--- src/gtc_pkg.sv ---
/*
  Constants, register map and carrier types of the gated 16-bit timer.
  Assumes an APB slave with 32-bit data and one register per aligned word.
*/
// What this block does
// - Two-bit prescale: 11 is 1:8, 10 is 1:4, 01 is 1:2, 00 is 1:1.
// - Sync bypass set leaves ext clock unsynchronised; clear synchronises it.
// - Gate enable ignored when off; when on, counting follows the gate.
// - Gate polarity 1 counts while gate high; 0 counts while gate low.
// - Toggle mode routes gate through a toggling flop; clear holds it clear.
// - Single pulse mode lets acquisition logic control the gate.
// - Software sets go bit to arm; hardware clears it when done.
// - Go bit clears on trailing gate edge; further increments blocked.
// - Read-only gate level status, valid regardless of gate enable.
// - Gate source: 11 comparator two, 10 comparator one, 01 overflow, 00 pin.
// - Falling edge of gate level status sets gate event flag always.
// - Count rolls FFFFh to 0000h and sets the overflow flag.
package gtc_pkg;

  // ---------------------------------------------------------------
  // Register offsets
  // ---------------------------------------------------------------
  localparam logic [7:0] ADDR_TIMER_CONTROL = 8'h00;
  localparam logic [7:0] ADDR_GATE_CONTROL = 8'h04;
  localparam logic [7:0] ADDR_COUNT_LOW = 8'h08;
  localparam logic [7:0] ADDR_COUNT_HIGH = 8'h0C;
  localparam logic [7:0] ADDR_IRQ_STATUS = 8'h10;
  localparam logic [7:0] ADDR_IRQ_MASK = 8'h14;

  // ---------------------------------------------------------------
  // Field positions
  // ---------------------------------------------------------------
  localparam int TC_SRC_LSB = 6;
  localparam int TC_PRE_LSB = 4;
  localparam int TC_SYNC_BIT = 2;
  localparam int TC_ON_BIT = 0;
  localparam int GC_EN_BIT = 7;
  localparam int GC_POL_BIT = 6;
  localparam int GC_TM_BIT = 5;
  localparam int GC_SPM_BIT = 4;
  localparam int GC_GO_BIT = 3;
  localparam int GC_VAL_BIT = 2;
  localparam int GC_SS_LSB = 0;
  localparam int IRQ_OVF_BIT = 0;
  localparam int IRQ_GATE_BIT = 1;

  // ---------------------------------------------------------------
  // Reset values and codes
  // ---------------------------------------------------------------
  localparam logic [7:0] TC_RESET = 8'h00;
  localparam logic [7:0] GC_RESET = 8'h00;
  localparam logic [7:0] TC_WMASK = 8'hF5;
  localparam logic [7:0] GC_WMASK = 8'hFB;
  localparam logic [1:0] SRC_LFOSC = 2'h3;
  localparam logic [1:0] SRC_PIN = 2'h2;
  localparam logic [1:0] SRC_SYS = 2'h1;
  localparam logic [1:0] SRC_SYS4 = 2'h0;
  localparam logic [1:0] GSS_CMP2 = 2'h3;
  localparam logic [1:0] GSS_CMP1 = 2'h2;
  localparam logic [1:0] GSS_OVF = 2'h1;
  localparam logic [1:0] GSS_PIN = 2'h0;
  localparam logic [15:0] COUNT_MAX = 16'hFFFF;

  // ---------------------------------------------------------------
  // Carrier types
  // ---------------------------------------------------------------
  typedef struct packed {
    logic low_freq_internal_osc;
    logic external_clock_pin;
    logic gate_input_pin;
    logic byte_timer_overflow;
    logic comparator_one_out;
    logic comparator_two_out;
  } gtc_src_type;

  typedef enum logic [1:0] {
    SP_IDLE = 2'b00,
    SP_WAIT = 2'b01,
    SP_PULSE = 2'b10
  } gtc_sp_type;

endpackage : gtc_pkg

--- src/gtc_prescaler.sv ---
/*
  Selects the counting clock source and divides its edges by the prescale.
  Assumes inputs other than the external clock pin are synchronous to pclk; emits one-cycle tick pulses.
*/
module gtc_prescaler
  import gtc_pkg::*;
(
  input wire logic pclk,
  input wire logic presetn,
  input wire logic [1:0] clock_source_select,
  input wire logic [1:0] input_prescale_select,
  input wire logic sync_bypass,
  input wire logic run,
  input wire gtc_src_type src,
  output logic tick
);

  typedef struct packed {
    logic [1:0] sys_div;
    logic [2:0] pre_cnt;
    logic ext_s1;
    logic ext_s2;
    logic osc_d;
    logic ext_d;
    logic tick;
  } gtc_pre_state_type;

  gtc_pre_state_type st;
  gtc_pre_state_type next_st;
  logic edge_in;
  logic [2:0] pre_last;

  // ---------------------------------------------------------------
  // Source edge and prescale
  // ---------------------------------------------------------------
  always_comb begin
    next_st = st;
    next_st.ext_s1 = src.external_clock_pin;
    next_st.ext_s2 = st.ext_s1;
    next_st.osc_d = src.low_freq_internal_osc;
    // Synchronised or direct external clock
    next_st.ext_d = sync_bypass ? src.external_clock_pin : st.ext_s2;
    next_st.sys_div = st.sys_div + 2'h1;
    case (clock_source_select)
      SRC_LFOSC: edge_in = src.low_freq_internal_osc & ~st.osc_d;
      SRC_PIN: edge_in = sync_bypass ?
                 (src.external_clock_pin & ~st.ext_d) :
                 (st.ext_s2 & ~st.ext_d);
      SRC_SYS: edge_in = 1'b1;
      default: edge_in = (st.sys_div == 2'h3);
    endcase
    pre_last = (3'h1 << input_prescale_select) - 3'h1;
    next_st.tick = 1'b0;
    if (!run) begin
      next_st.pre_cnt = 3'h0;
    end else if (edge_in) begin
      if (st.pre_cnt >= pre_last) begin
        next_st.pre_cnt = 3'h0;
        next_st.tick = 1'b1;
      end else begin
        next_st.pre_cnt = st.pre_cnt + 3'h1;
      end
    end
  end

  always_ff @(posedge pclk or negedge presetn) begin
    if (!presetn) begin
      st <= '0;
    end else begin
      st <= next_st;
    end
  end

  assign tick = st.tick;

endmodule : gtc_prescaler

--- src/gtc_timer.sv ---
/*
  Gated 16-bit timer with APB register access and one interrupt line.
  Assumes APB3 master on pclk; source inputs synchronous to pclk.
*/
module gtc_timer
  import gtc_pkg::*;
(
  input wire logic pclk,
  input wire logic presetn,
  input wire logic psel,
  input wire logic penable,
  input wire logic pwrite,
  input wire logic [7:0] paddr,
  input wire logic [31:0] pwdata,
  output logic [31:0] prdata,
  output logic pready,
  output logic pslverr,
  input wire gtc_src_type src,
  output logic irq
);

  typedef struct packed {
    logic [7:0] timer_control;
    logic [7:0] gate_control;
    logic [15:0] count;
    logic [1:0] irq_status;
    logic [1:0] irq_mask;
    logic toggle_ff;
    logic gpol_d;
    logic gate_val;
    gtc_sp_type sp;
    logic [31:0] prdata;
    logic pready;
    logic pslverr;
    logic irq;
  } gtc_state_type;

  gtc_state_type st;
  gtc_state_type next_st;
  logic tick;
  logic run;
  logic gsrc;
  logic gpol;
  logic gate_now;
  logic gate_ok;
  logic access;
  logic wr;
  logic rd;
  logic [1:0] ev;

  assign run = st.timer_control[TC_ON_BIT];

  // ---------------------------------------------------------------
  // Clock selection and prescaler
  // ---------------------------------------------------------------
  gtc_prescaler u_pre (
    .pclk(pclk),
    .presetn(presetn),
    .clock_source_select(st.timer_control[TC_SRC_LSB +: 2]),
    .input_prescale_select(st.timer_control[TC_PRE_LSB +: 2]),
    .sync_bypass(st.timer_control[TC_SYNC_BIT]),
    .run(run),
    .src(src),
    .tick(tick)
  );

  function automatic logic [31:0] rd_mux(input gtc_state_type s,
                                         input logic [7:0] a);
    case (a)
      ADDR_TIMER_CONTROL: rd_mux = {24'h000000, s.timer_control};
      ADDR_GATE_CONTROL: rd_mux = {24'h000000, s.gate_control};
      ADDR_COUNT_LOW: rd_mux = {24'h000000, s.count[7:0]};
      ADDR_COUNT_HIGH: rd_mux = {24'h000000, s.count[15:8]};
      ADDR_IRQ_STATUS: rd_mux = {30'h0, s.irq_status};
      ADDR_IRQ_MASK: rd_mux = {30'h0, s.irq_mask};
      default: rd_mux = 32'h00000000;
    endcase
  endfunction : rd_mux

  function automatic logic addr_ok(input logic [7:0] a);
    addr_ok = (a == ADDR_TIMER_CONTROL) || (a == ADDR_GATE_CONTROL) ||
              (a == ADDR_COUNT_LOW) || (a == ADDR_COUNT_HIGH) ||
              (a == ADDR_IRQ_STATUS) || (a == ADDR_IRQ_MASK);
  endfunction : addr_ok

  // ---------------------------------------------------------------
  // Gate path, counter, bus
  // ---------------------------------------------------------------
  always_comb begin
    next_st = st;
    ev = 2'b00;
    case (st.gate_control[GC_SS_LSB +: 2])
      GSS_CMP2: gsrc = src.comparator_two_out;
      GSS_CMP1: gsrc = src.comparator_one_out;
      GSS_OVF: gsrc = src.byte_timer_overflow;
      default: gsrc = src.gate_input_pin;
    endcase
    gpol = st.gate_control[GC_POL_BIT] ? gsrc : ~gsrc;
    // Toggle flop steps on rising gate edges while counting
    if (!run || !st.gate_control[GC_TM_BIT]) begin
      next_st.toggle_ff = 1'b0;
    end else if (gpol && !st.gpol_d) begin
      next_st.toggle_ff = ~st.toggle_ff;
    end
    next_st.gpol_d = gpol;
    gate_now = st.gate_control[GC_TM_BIT] ? st.toggle_ff : gpol;
    // Single pulse acquisition
    gate_ok = gate_now;
    if (st.gate_control[GC_SPM_BIT]) begin
      gate_ok = gate_now && (st.sp == SP_PULSE);
    end
    next_st.gate_val = st.gate_control[GC_SPM_BIT] ? gate_ok : gate_now;
    if (st.gate_val && !next_st.gate_val) begin
      ev[IRQ_GATE_BIT] = 1'b1;
    end
    case (st.sp)
      SP_IDLE: begin
        if (st.gate_control[GC_SPM_BIT] && st.gate_control[GC_GO_BIT]) begin
          next_st.sp = gate_now ? SP_IDLE : SP_WAIT;
        end
      end
      SP_WAIT: begin
        if (!st.gate_control[GC_GO_BIT] || !st.gate_control[GC_SPM_BIT]) begin
          next_st.sp = SP_IDLE;
        end else if (gate_now) begin
          next_st.sp = SP_PULSE;
        end
      end
      SP_PULSE: begin
        if (!gate_now || !st.gate_control[GC_SPM_BIT]) begin
          next_st.sp = SP_IDLE;
          next_st.gate_control[GC_GO_BIT] = 1'b0;
        end
      end
      default: next_st.sp = SP_IDLE;
    endcase
    next_st.gate_control[GC_VAL_BIT] = next_st.gate_val;
    // Count on tick, gated when enabled
    if (tick && run && (!st.gate_control[GC_EN_BIT] || gate_ok)) begin
      next_st.count = st.count + 16'h0001;
      if (st.count == COUNT_MAX) begin
        ev[IRQ_OVF_BIT] = 1'b1;
      end
    end
    // APB slave: one wait state in every access phase
    access = psel && penable && !st.pready;
    wr = access && pwrite && addr_ok(paddr);
    rd = access && !pwrite;
    next_st.pready = access;
    next_st.pslverr = access && !addr_ok(paddr);
    if (rd) begin
      next_st.prdata = rd_mux(st, paddr);
    end
    next_st.irq_status = st.irq_status & ~((wr && paddr == ADDR_IRQ_STATUS)
                         ? pwdata[1:0] : 2'b00);
    if (wr) begin
      case (paddr)
        ADDR_TIMER_CONTROL: next_st.timer_control = pwdata[7:0] & TC_WMASK;
        ADDR_GATE_CONTROL: begin
          // Go bit written by software arms acquisition
          next_st.gate_control = (pwdata[7:0] & GC_WMASK) |
                                 {5'h00, next_st.gate_val, 2'h0};
          if (!pwdata[GC_SPM_BIT]) begin
            next_st.sp = SP_IDLE;
          end
        end
        ADDR_COUNT_LOW: next_st.count[7:0] = pwdata[7:0];
        ADDR_COUNT_HIGH: next_st.count[15:8] = pwdata[7:0];
        ADDR_IRQ_MASK: next_st.irq_mask = pwdata[1:0];
        default: ;
      endcase
    end
    next_st.irq_status = next_st.irq_status | ev; // set beats clear
    next_st.irq = |(next_st.irq_status & next_st.irq_mask);
  end

  always_ff @(posedge pclk or negedge presetn) begin
    if (!presetn) begin
      st <= '0;
    end else begin
      st <= next_st;
    end
  end

  assign prdata = st.prdata;
  assign pready = st.pready;
  assign pslverr = st.pslverr;
  assign irq = st.irq;

endmodule : gtc_timer

--- config.mk ---
export PLATFORM = sky130hd
export DESIGN_NAME = gtc_timer
export DESIGN_NICKNAME = d
export VERILOG_FILES = /design/src/gtc_pkg.sv /design/src/gtc_prescaler.sv /design/src/gtc_timer.sv
export SDC_FILE = /design/constraint.sdc
export NUM_CORES = 1
export LEC_CHECK = 0
export BUFFER_PORTS_ARGS = -buffer_cell sky130_fd_sc_hd__buf_2
export CAP_MARGIN = 10
export CORE_MARGIN = 3
export CORE_UTILIZATION = 47
export CTS_CLUSTER_DIAMETER = 200
export DETAILED_ROUTE_END_ITERATION = 10
export PLACE_DENSITY = 0.72
export SLEW_MARGIN = 20
export SYNTH_ARGS = -nofsm -noshare
export SYNTH_HDL_FRONTEND = slang
export SYNTH_HIERARCHICAL = 1
export SYNTH_SLANG_ARGS = --single-unit
export TNS_END_PERCENT = 10
--- constraint.sdc ---
create_clock -name pclk -period 2.94 [get_ports pclk]
set_clock_uncertainty 0.2 [all_clocks]
set_input_delay 0.294 -clock pclk [delete_from_list [all_inputs] [get_ports pclk]]
set_output_delay 0.294 -clock pclk [all_outputs]
set_load 0.005 [all_outputs]
# After elaboration in Yosys (flattened, before gate mapping)
# Cells that the tools add are included.
dict set report totals {
  register_bits 84
  inputBits 51
  output_inout_bits 35
  elab_cells 133
}
dict set report op_classes {
  n_addsub 4
  n_lt_le_gt_ge 1
  eq_ne 16
  shift 1
  muxes 39
  n_bitwise 12
  reduce_logical 39
}
# op n
set ops {}
lappend ops {{8-bit case mux with 6 select lines} 1}
lappend ops {{2-bit 2-to-1 mux} 10}
lappend ops {{20-bit 2-to-1 mux} 1}
lappend ops {{1-bit 2-to-1 mux} 17}
lappend ops {{16-bit by 1-bit adder with 16-bit output, second input constant} 1}
lappend ops {{16-bit equality test, second input constant} 1}
lappend ops {{8-bit by 4-bit equality test with 1-bit output, second input constant} 2}
lappend ops {{8-bit by 5-bit equality test with 1-bit output, second input constant} 2}
lappend ops {{16-bit 2-to-1 mux} 1}
lappend ops {{8-bit 2-to-1 mux} 2}
lappend ops {{1-bit logical AND} 13}
lappend ops {{2-bit equality test, second input constant} 6}
lappend ops {{1-bit logical NOT} 11}
lappend ops {{1-bit logical OR} 9}
lappend ops {{3-bit 2-to-1 mux} 3}
lappend ops {{8-bit by 3-bit equality test with 1-bit output, second input constant} 1}
lappend ops {{8-bit logical NOT} 1}
lappend ops {{8-bit by 3-bit OR with 8-bit output} 1}
lappend ops {{2-bit by 1-bit equality test with 1-bit output, second input constant} 3}
lappend ops {{1-bit case mux with 3 select lines} 2}
lappend ops {{2-bit case mux with 3 select lines} 1}
lappend ops {{2-bit AND} 2}
lappend ops {{4-bit 2-to-1 mux} 1}
lappend ops {{1-bit NOT} 4}
lappend ops {{other kinds (13)} 16}

# Depth between registers and ports, before layout
# Gate-level depths: netlist of run 1.
dict set report depth {
  ltp_word 14
  mapped_depth 7
  depth_no_buf 6
}

# Hierarchy
# The synthesis of run 1 kept the hierarchy.
# module n_inst cells_each area_per_inst_um2 seq_area_each_um2
set modules_own_cells {}
lappend modules_own_cells {gtc_timer 1 305 3020.4 1226.2}
lappend modules_own_cells {gtc_prescaler 1 44 498.0 250.2}

# Least setup slack after synthesis of run 1
# Ideal clock, no wire load.
dict set report synth_path {
  path_type {input -> register}
  from {input port paddr[6]}
  to {register st, in the netlist irq}
  setup_ns 0.126
  t_arrival_ns 2.074
  t_required_ns 2.614
  path_slack_ns 0.540
  path_stages 6
  path_cell_list {or4_1 nor4_4 and2_1 mux2i_1 and3b_1 a221o_1}
}
# element line
set synth_lines {}
lappend synth_lines {{start: declaration} gtc_timer.sv:13} ;# input wire logic [7:0] paddr,
lappend synth_lines {{end signal: assignment} gtc_timer.sv:181} ;# st <= next_st;
lappend synth_lines {{end: declaration} gtc_timer.sv:38} ;# gtc_state_type st;

==> results of run 1 <==
registers in the layout, summed over array words and instances (netlist names):
| register | count |
|---|---|
| st | 37 |
| prdata | 8 |
| u_pre/st | 8 |
| irq | 1 |
| pready | 1 |
| pslverr | 1 |
| run | 1 |
| u_pre/next_st | 1 |
| u_pre/tick | 1 |
area by class of cell:
cell class	instances	area share
Clock buffer	10	0.0349
Clock inverter	6	0.0283
Inverter	17	0.0162
Multi-Input combinational cell	254	0.449
Sequential cell	59	0.375
Tap cell	96	0.0305
Timing Repair Buffer	46	0.0667
critical path: stages (launching register included):
cell	delay [ps]
dfrtp_1	530
nor3b_1	250
mux2i_1	170
a221o_1	540
a21boi_2	350
mux2i_1	120
a211o_1	300
final timing paths:
path	end	slack, ps	start
max	st[53]	360	st[60]
min	pready	10	penable
max reg2reg	st[53]	360	st[60]
min reg2reg	u_pre/st[3]	150	u_pre/next_st[3]
max in group asynchronous	st[70]	1600	presetn
min in group asynchronous	u_pre/st[7]	440	presetn
power by group:
part | switching (W) | internal [W] | total [W]
combinational | 0.0000747 | 0.0000469 | 0.000122
clock | 0.000338 | 0.000587 | 0.000926
sequential | 0.0000112 | 0.000824 | 0.000835
total | 0.000424 | 0.00146 | 0.00188
cells by family after synthesis:
group,Yosys count,synth area share
flip-flops,59,0.420
buffers and inverters,59,0.102
adder cells (fa/ha/maj),6,0.0213
multiplexers,31,0.115
XOR/XNOR,11,0.0274
other,1,0.00107
AO/OA/AOI/OAI,64,0.135
AND/OR/NAND/NOR,118,0.178
metal layers:
metal / share of wire / routed length, µm / track usage
met1: 0.46 / 3530 / 0.259
met4: 0.016 / 126 / 0.0656
met3: 0.055 / 426 / 0.0479
met2: 0.47 / 3670 / 0.295
met5: 0 / 0 / 0
per-stage QoR:
step	instance area (µm²)	setup WS (ps)
6_report	3940	360
5_1_grt	3940	221
4_1_cts	3940	367
3_5_place_dp	3650	377
3_3_place_gp	3650	411
2_1_floorplan	3600	540
synthesized netlist by cell type, drive strengths merged, types with 2 or more instances:
cell type / n
a21oi: 11
or4: 2
o31ai: 4
mux4: 6
nor2: 19
dfrtp: 59
nand3: 15
xor2: 2
nand4b: 2
or2: 2
o21ai: 18
mux2: 13
and3b: 2
a221o: 2
a31oi: 6
clkbuf: 8
a221oi: 2
ha: 6
o21a: 4
nand4: 3
nor3: 5
buf: 34
xnor2: 9
mux2i: 12
or3: 4
a21boi: 2
a211o: 2
inv: 17
nand2b: 2
nand3b: 3
nor2b: 3
o211ai: 2
nand2: 37
and2: 6
a211oi: 3
and3: 8
==> results.md, run 1 <==
* GRT Total Usage at 0.190
* Final hold slack at 12.0 ps
* Commonest non-fill, non-tap cell in the layout: dfrtp_1
* Final Max Tran Viols at 0
* Worst rel slew slack at 0.501
* Syn. warnings at 6
* Hold Crit Depth at 3
* DRC viols at 0
* Area of the multi-input gates at between 0.0015 and 0.002 mm²
* Syn Inst Count at approximately 350
* CP required at between 2000 and 3000 ps
* Die height at just over 90 µm
* Most frequent cells in the layout: dfrtp_1 (59), nand2_1 (37), buf_2 (37)
* Critical path fanouts, max at 9
* Netlist cell types at 64
* Async set-reset flop share out of synthesis at 1.00
* Status: finished clean
* GR Overflow Total at 0
* Worst-Skew Late Latency at approximately 340 ps
* Syn Area/Cell at 10.1 µm²
* Fillers at 620
* Sink Count at around 60
* Initial Util at 0.501
* Initial DRT Pass Iterations at 4
* Synth top area share at 0.420
* Biggest area contributors in the synthesized netlist: dfrtp_1 (42%), buf_4 (6.8%), mux2_2 (4.2%)
* CTS Hold Bufs at 4
* Antenna Cells at 0
* Worst R2R Path Depth at 6
* Initial antenna violation count at 0
* Detailed Route WL at 7.75 mm
* Leak at between 1.5 and 2 nW
* Total CTS buffers at 9
* Standard-cell rows at 30
* Max Clock Freq at 388 MHz
* Startpoint Class: flip-flop
* Global-route wire length before repair at 12.7 mm
* P&R area growth vs syn at 12.0%
* Vias per inst at 5.47
* Period Utilization, post-route at 0.878
* Clk slew on worst S/H paths at 70 ps
* Power Total at approximately 0.0019 W
* Max-cap violations at 0
* Arrival time at the worst endpoint at 2610 ps
* #FFs+latches synth at 59
* Worst Max-Slew Pin Slew at 748 ps
* Number of antenna-violating nets in the routed design at 0
* Buffers on Ports at 37
* Via count at 2,669
* HP Class: in -> reg
* Placed cells at ~470
* Post-Layout Cell Count at 488
* RSZ-0062 raised after global routing: false
* Clk root buf: clkbuf_8
* Final setup violation count at 0
* H-tree lvl count at 3
* Final #Nets at 444
* Tmin final at 2580 ps
* CTS resizes at 0
* WL per Instance at 15.9 µm
* Synth Flop Type: dfrtp_1
* Initial drt markers at ~220
* Largest net degree at the start of global routing at 60
* Via count of the first global-routing pass at about 2,500
* Core Footprint at ~0.007 mm²
* Syn Std Cell Area at 0.00352 mm²
* Peak supply drop at 0.259 mV
* CTS max path bufs at 2
* Register area at 0.00148 mm²
* Post-layout util at 0.561
* Setup TNS Final at 0 ps
* CP Capture Type: flip-flop
* Power density over the cells at about 480 mW/mm²
* Critical path class: reg -> reg
* Sequential-to-total area share from yosys stat at 0.420
* Final GP Congestion at between 0.9 and 1
* Die X at 92.5 µm
* Die Area at roughly 0.0086 mm²
* Hold Fails Final Rpt at 0
* Cell taking the most area after synthesis: dfrtp_1
* Post-DP HPWL at 5.67 mm
* CTS tree: yes
* Setup bufs post-CTS at 0
* IO Count at 86
* Share of post-route cells with drive strength above 1 at 0.240
* Number of synthesized flops with an enable pin at 0
Note: power is estimated with default switching activity, not from simulation.
==> run 2: changes to the inputs <==
--- a/config.mk
+++ b/config.mk
@@ -14,3 +14,2 @@
 export PLACE_DENSITY = 0.72
-export SLEW_MARGIN = 20
 export SYNTH_ARGS = -nofsm -noshare
==> constraint.sdc (replaced) <==
create_clock -name pclk -period 3.1 [get_ports pclk]
set_clock_uncertainty 0.2 [all_clocks]
set_input_delay 0.62 -clock pclk [delete_from_list [all_inputs] [get_ports pclk]]
set_output_delay 0.62 -clock pclk [all_outputs]
set_load 0.005 [all_outputs]
==> run 2 against run 1 <==
Effect of this change:
- register-to-register slack better by 230 ps
- final area is 1.9% lower
- die area stayed put
- clock power is 19% lower
- setup slack better by 230 ps
- non-clock buffer count is 4 lower
- core utilization is 1.1 points lower
- first-iteration DRC count is 12% lower
- largest cell class unchanged
==> results.md, run 2 (synthesis gave the netlist of run 1 again) <==
* Vias per inst at 5.50 (was 5.47)
* Final hold slack at 65.9 ps (was 12.0 ps)
* Max-cap violations at 0 (unchanged)
* Share of post-route cells with drive strength above 1 at 0.242 (was 0.240)
* Standard-cell rows at 30 (unchanged)
* Power Total at 0.00166 W (was 0.00188 W)
* Die height at 92.5 µm (unchanged)
* IO Count at 86 (unchanged)
* Share of power burned in registers at 0.479 (was 0.444)
* Startpoint Class: flip-flop (unchanged)
* Antenna Cells at 0 (unchanged)
* Power density over the cells at 428 mW/mm² (was 478 mW/mm²)
* H-tree lvl count at 3 (unchanged)
* Final #Nets at 440 (was 444)
* Critical path class: reg -> reg (unchanged)
* Via count of the first global-routing pass at 2,531 (unchanged)
* Largest net degree at the start of global routing at 25 (was 60)
* RSZ-0062 raised after global routing: false (unchanged)
* Worst Max-Slew Pin Slew at 564 ps (was 748 ps)
* HP Class: in -> async (was in -> reg)
* Initial DRT Pass Iterations at 4 (unchanged)
* P&R area growth vs syn at 9.82% (was 12.0%)
* CP required at 3130 ps (was 2970 ps)
* CTS tree: yes (unchanged)
* Hold Fails Final Rpt at 0 (unchanged)
* Sink Count at 59 (unchanged)
* Tmin final at 2510 ps (was 2580 ps)
* Setup TNS Final at 0 ps (unchanged)
* Final setup violation count at 0 (unchanged)
* Clock power share at 0.454 (was 0.492)
* GRT Total Usage at 0.192 (was 0.190)
* P_sw at 0.000398 W (was 0.000424 W)
* Status: finished clean (unchanged)
* CTS resizes at 0 (unchanged)
* Final Max Tran Viols at 0 (unchanged)
* Final GP Congestion at 0.959 (was 0.955)
* Internal power at 0.00126 W (was 0.00146 W)
* Via count at 2,663 (was 2,669)
* Worst rel slew slack at 0.624 (was 0.501)
* Setup bufs post-CTS at 0 (unchanged)
* Fillers at 630 (was 620)
* Period Utilization, post-route at 0.809 (was 0.878)
* Worst-Skew Late Latency at 340 ps (about the same)
* Core Footprint at 0.00702 mm² (unchanged)
* Max Clock Freq at 399 MHz (was 388 MHz)
* Post-layout util at 0.550 (was 0.561)
* Number of antenna-violating nets in the routed design at 0 (unchanged)
* Detailed Route WL at 7.79 mm (was 7.75 mm)
* Reg with most FFs: st (unchanged)
* Critical path fanouts, max at 9 (unchanged)
* Area of the multi-input gates at 0.00177 mm² (unchanged)
* GR Overflow Total at 0 (unchanged)
* Initial Util at 0.501 (unchanged)
* Most frequent cells in the layout: dfrtp_1 (59), nand2_1 (37), buf_2 (37) (unchanged)
* Leak at 1.76 nW (was 1.80 nW)
* Die X at 92.5 µm (unchanged)
* Post-DP HPWL at 5.78 mm (was 5.67 mm)
* CTS max path bufs at 2 (unchanged)
* Max reg flops at 37 (unchanged)
* Buffers on Ports at 37 (unchanged)
* DRC viols at 0 (unchanged)
* Clk slew on worst S/H paths at 70 ps (about the same)
* CTS Hold Bufs at 0 (was 4)
* Clk root buf: clkbuf_8 (unchanged)
* Die Area at 0.00856 mm² (unchanged)
* Initial drt markers at 192 (was 219)
* Arrival time at the worst endpoint at 2540 ps (was 2610 ps)
* CP Capture Type: flip-flop (unchanged)
* Commonest non-fill, non-tap cell in the layout: dfrtp_1 (unchanged)
* Combinational power share at 0.067 (was 0.065)
* Net Sw Frac at 0.240 (was 0.225)
* Global-route wire length before repair at 12.6 mm (was 12.7 mm)
* Initial antenna violation count at 0 (unchanged)
* Peak supply drop at 0.271 mV (was 0.259 mV)
* Total CTS buffers at 9 (unchanged)
* Register area at 0.00148 mm² (unchanged)
* WL per Instance at 16.1 µm (was 15.9 µm)
## run 2: final cells by class
type                            instances  area share
Sequential cell                        59       0.382
Multi-Input combinational cell        254       0.458
Clock buffer                           12      0.0427
Inverter                               17      0.0165
Tap cell                               96      0.0311
Timing Repair Buffer                   42      0.0576
Clock inverter                          4      0.0123
## run 2: power groups by stage
stage / Sequential, W / Combinational (W) / Clock, W
2_1_floorplan: 0.000803 / 0.0000811 / 0
3_5_place_dp: 0.000807 / 0.000111 / 0
6_report: 0.000793 / 0.000111 / 0.000751
3_3_place_gp: 0.000806 / 0.000109 / 0
4_1_cts: 0.000792 / 0.000112 / 0.000762
5_1_grt: 0.000794 / 0.000125 / 0.000807
## run 2: stage by stage
| step | cells | worst slack, ps | area, µm² |
|---|---|---|---|
| finish | 484 | 592 | 3860 |
| detailed placement | 468 | 234 | 3650 |
| floorplan | 372 | 374 | 3600 |
| CTS | 484 | 586 | 3860 |
| global route | 484 | 430 | 3860 |
| global placement | 468 | 234 | 3650 |
## run 2: critical path, stage by stage (launching register included)
cell      delay, ps
dfrtp_1         520
nor3b_1         230
mux2i_1         160
a221o_1         540
a21boi_2        330
mux2i_1         120
a211o_1         300
## run 2: routing by layer
metal / up-vias / wire length [µm] / global-route usage
met5: - / 0 / 0
li1: 1255 / - / -
met2: 84 / 3690 / 0.286
met3: 16 / 432 / 0.0552
met1: 1308 / 3500 / 0.263
met4: 0 / 171 / 0.0755
## run 2: path summary, 6_finish.rpt
check	startpoint	end	slack [ps]	depth (start not counted)
setup / recovery	st[60]	st[53]	590	6
hold / removal	presetn	st[38]	70	1
setup reg to reg	st[60]	st[53]	590	6
hold reg to reg	u_pre/next_st[3]	u_pre/st[3]	140	0
max in group asynchronous	presetn	u_pre/st[1]	1980	2
min in group pclk	u_pre/next_st[3]	u_pre/st[3]	140	0
==> run 3: changes to the inputs <==
- PLACE_DENSITY: 0.72 -> 0.74
- clock period: 3.1 -> 2.1 ns (I/O delays scaled with it)
==> run 3 against run 2 <==
Effect of this change:
- the flow now finishes with violations (setup timing)
- setup slack got worse by 790 ps
- final area up 13%
- critical path depth up 1
- die area did not move
- clock power up 40%
- sequential share of layout area is 4.3 points lower
- core utilization increased by 7.0 points
- flip-flop and latch count stayed put
- global-route usage rose by 1.7 points
- largest cell class unchanged
==> results.md, run 3 (synthesis gave the netlist of run 1 again) <==
* Commonest non-fill, non-tap cell in the layout: dfrtp_1 (unchanged)
* Worst-Skew Late Latency at 340 ps (about the same)
* Setup slack, reg-to-reg at -200 ps (was 590 ps)
* Worst R2R Path Depth at 7 (was 6)
* Sink Count at 59 (unchanged)
* Fillers at 588 (was 630)
* Startpoint Class: flip-flop (unchanged)
* Via count at 2,817 (was 2,663)
* Die height at 92.5 µm (unchanged)
* Clk slew on worst S/H paths at 70 ps (about the same)
* DRC viols at 0 (unchanged)
* Area of the multi-input gates at 0.00188 mm² (was 0.00177 mm²)
* Peak supply drop at 0.421 mV (was 0.271 mV)
* Clk root buf: clkbuf_8 (unchanged)
* IO Count at 86 (unchanged)
* Internal power at 0.00185 W (was 0.00126 W)
* Power density over the cells at 558 mW/mm² (was 428 mW/mm²)
* Vias per inst at 5.31 (was 5.50)
* CTS tree: yes (unchanged)
* Die Area at 0.00856 mm² (unchanged)
* Combinational power share at 0.088 (was 0.067)
* Register area at 0.00148 mm² (about the same)
* CP bufs+invs at 1 (was 0)
* Clock power share at 0.432 (was 0.454)
* Share of power burned in registers at 0.480 (was 0.479)
* Met2 routed WL at 4.05 mm (was 3.69 mm)
* R2R Path End: st[56] (was st[53])
* Routed length on met3 at 594 µm (was 432 µm)
* Via count of the first global-routing pass at 2,702 (was 2,531)
* CP required at 2160 ps (was 3130 ps)
* Hold Fails Final Rpt at 0 (unchanged)
* Buffers on Ports at 37 (unchanged)
* WL met1 at 3.74 mm (was 3.50 mm)
* Max Clock Freq at 435 MHz (was 399 MHz)
* Worst reg2reg startpoint: st[61] (was st[60])
* Detailed Route WL at 8.51 mm (was 7.79 mm)
* Max layer used: met4 (unchanged)
* Total CTS buffers at 9 (unchanged)
* Post-layout util at 0.620 (was 0.550)
* Placed cells at 511 (was 468)
* GRT Total Usage at 0.209 (was 0.192)
* Critical path class: reg -> reg (unchanged)
* Share of post-route cells with drive strength above 1 at 0.356 (was 0.242)
* Critical path fanouts, max at 6 (was 9)
* Worst path cell trace: mux2i_4 -> mux2i_2 -> a221o_2 -> buf_6 -> a211o_1 -> xor2_1 -> a21oi_1 (was nor3b_1 -> mux2i_1 -> a221o_1 -> a21boi_2 -> mux2i_1 -> a211o_1)
* Hold Crit Depth at 3
* GR Overflow Total at 0 (unchanged)
* Tmin final at 2300 ps (was 2510 ps)
* WL per Instance at 16.0 µm (was 16.1 µm)
* Max reg flops at 37 (unchanged)
* Global-route wire length before repair at 13.8 mm (was 12.6 mm)
* Largest net degree at the start of global routing at 60 (was 25)
* Hold Path End: st[46]
* Status: finished with violations (was finished clean)
* Crit-path slowest cell: dfrtp_2 (was a221o_1)
* Arrival time at the worst endpoint at 2360 ps (was 2540 ps)
* Initial antenna violation count at 0 (unchanged)
* Violated checks: setup timing
* Standard-cell rows at 30 (unchanged)
* HP Class: in -> reg (was in -> async)
* CP Capture Type: flip-flop (unchanged)
* Final setup violation count at 22 (was 0)
* Net Sw Frac at 0.238 (was 0.240)
* Delay of the slowest cell on the worst path at 470 ps (was 540 ps)
* Final GP Congestion at 0.961 (was 0.959)
* Reg with most FFs: st (unchanged)
* HP Start: pwdata[2]
* Antenna Cells at 0 (unchanged)
* Initial DRT Pass Iterations at 4 (unchanged)
* Period Utilization, post-route at 1.09 (was 0.809)
* H-tree lvl count at 3 (unchanged)
* Final Max Tran Viols at 0 (unchanged)
* P_sw at 0.000579 W (was 0.000398 W)
* Post-DP HPWL at 6.20 mm (was 5.78 mm)
* Core Footprint at 0.00702 mm² (unchanged)
* CP top delay family: compound AO/OA/AOI/OAI gates (unchanged)
* Leak at 2.02 nW (was 1.76 nW)
* Most frequent cells in the layout: dfrtp_1 (58), buf_4 (47), buf_2 (37) (was dfrtp_1 (59), nand2_1 (37), buf_2 (37))
* Initial Util at 0.501 (unchanged)
* Die X at 92.5 µm (unchanged)
* Final #Nets at 488 (was 440)
* Number of antenna-violating nets in the routed design at 0 (unchanged)
* Final worst slack at -199 ps (was 592 ps)
* CTS max path bufs at 2 (unchanged)
* Max-cap violations at 0 (unchanged)
* P&R area growth vs syn at 23.8% (was 9.82%)
* RSZ-0062 raised after global routing: true (was false)
* Post-Layout Cell Count at 531 (was 484)
* Initial drt markers at 241 (was 192)
run 3: cell types whose count changed in the layout (fill, tap and decap cells not counted), sizes merged:
cell         before  now
buf              42   87
clkinv            2    1
clkinvlp          1    2
clkbuf           12   11
dlygate4sd3       0    3
run 3: worst max path at each step:
stage                  start      to  depth (start not counted)
floorplan           paddr[6]     irq                          6
global placement    paddr[6]     irq                          7
detailed placement  paddr[6]     irq                          7
CTS                   st[61]  st[56]                          7
global route          st[61]  st[59]                          6
finish                st[61]  st[56]                          7
run 3: power by group through the flow:
stage          Clock (W)  Sequential, W  Combinational (W)
3_5_place_dp           0        0.00119           0.000197
2_1_floorplan          0        0.00119           0.000120
5_1_grt          0.00113        0.00117           0.000235
6_report         0.00105        0.00117           0.000213
4_1_cts          0.00107        0.00117           0.000211
3_3_place_gp           0        0.00119           0.000193
run 3: area by class of cell:
type / instances / area share
clock inverters: 4 / 0.0115
clock buffers: 11 / 0.0348
inverters: 17 / 0.0147
flip-flops and latches: 59 / 0.339
well taps: 96 / 0.0276
repair buffers: 90 / 0.140
multi-input cells: 254 / 0.432
run 3: worst register-to-register path, stage by stage (launching register included):
cell	delay [ps]
dfrtp_2	470
mux2i_4	220
mux2i_2	180
a221o_2	460
buf_6	170
a211o_1	260
xor2_1	140
a21oi_1	120
run 3: repair_timing:
item	in CTS	in global routing
pin swaps	18	5
endpoints found under the hold margin	61	0
gates resized for setup	19	10
buffers inserted	1	1
hold buffers	3	0
endpoints found under the setup margin	30	32
run 3: metal layers:
metal  vias up  GRT usage
li1       1353          -
met1      1337      0.280
met2       110      0.333
met3        17     0.0536
met4         0     0.0619
met5         -          0
run 3: stage by stage:
| stage | hold slack (ps) | TNS, ps | setup WS [ps] | power, W | area [µm²] |
|---|---|---|---|---|---|
| after floorplan | -75.6 | -2020 | -419 | 0.00131 | 3610 |
| after global placement | 134 | -11910 | -459 | 0.00138 | 4000 |
| after detailed placement | 142 | -14030 | -566 | 0.00138 | 4000 |
| after CTS | 109 | -2700 | -208 | 0.00245 | 4320 |
| after global routing | 114 | -4170 | -286 | 0.00253 | 4350 |
| final | 123 | -2510 | -199 | 0.00243 | 4350 |
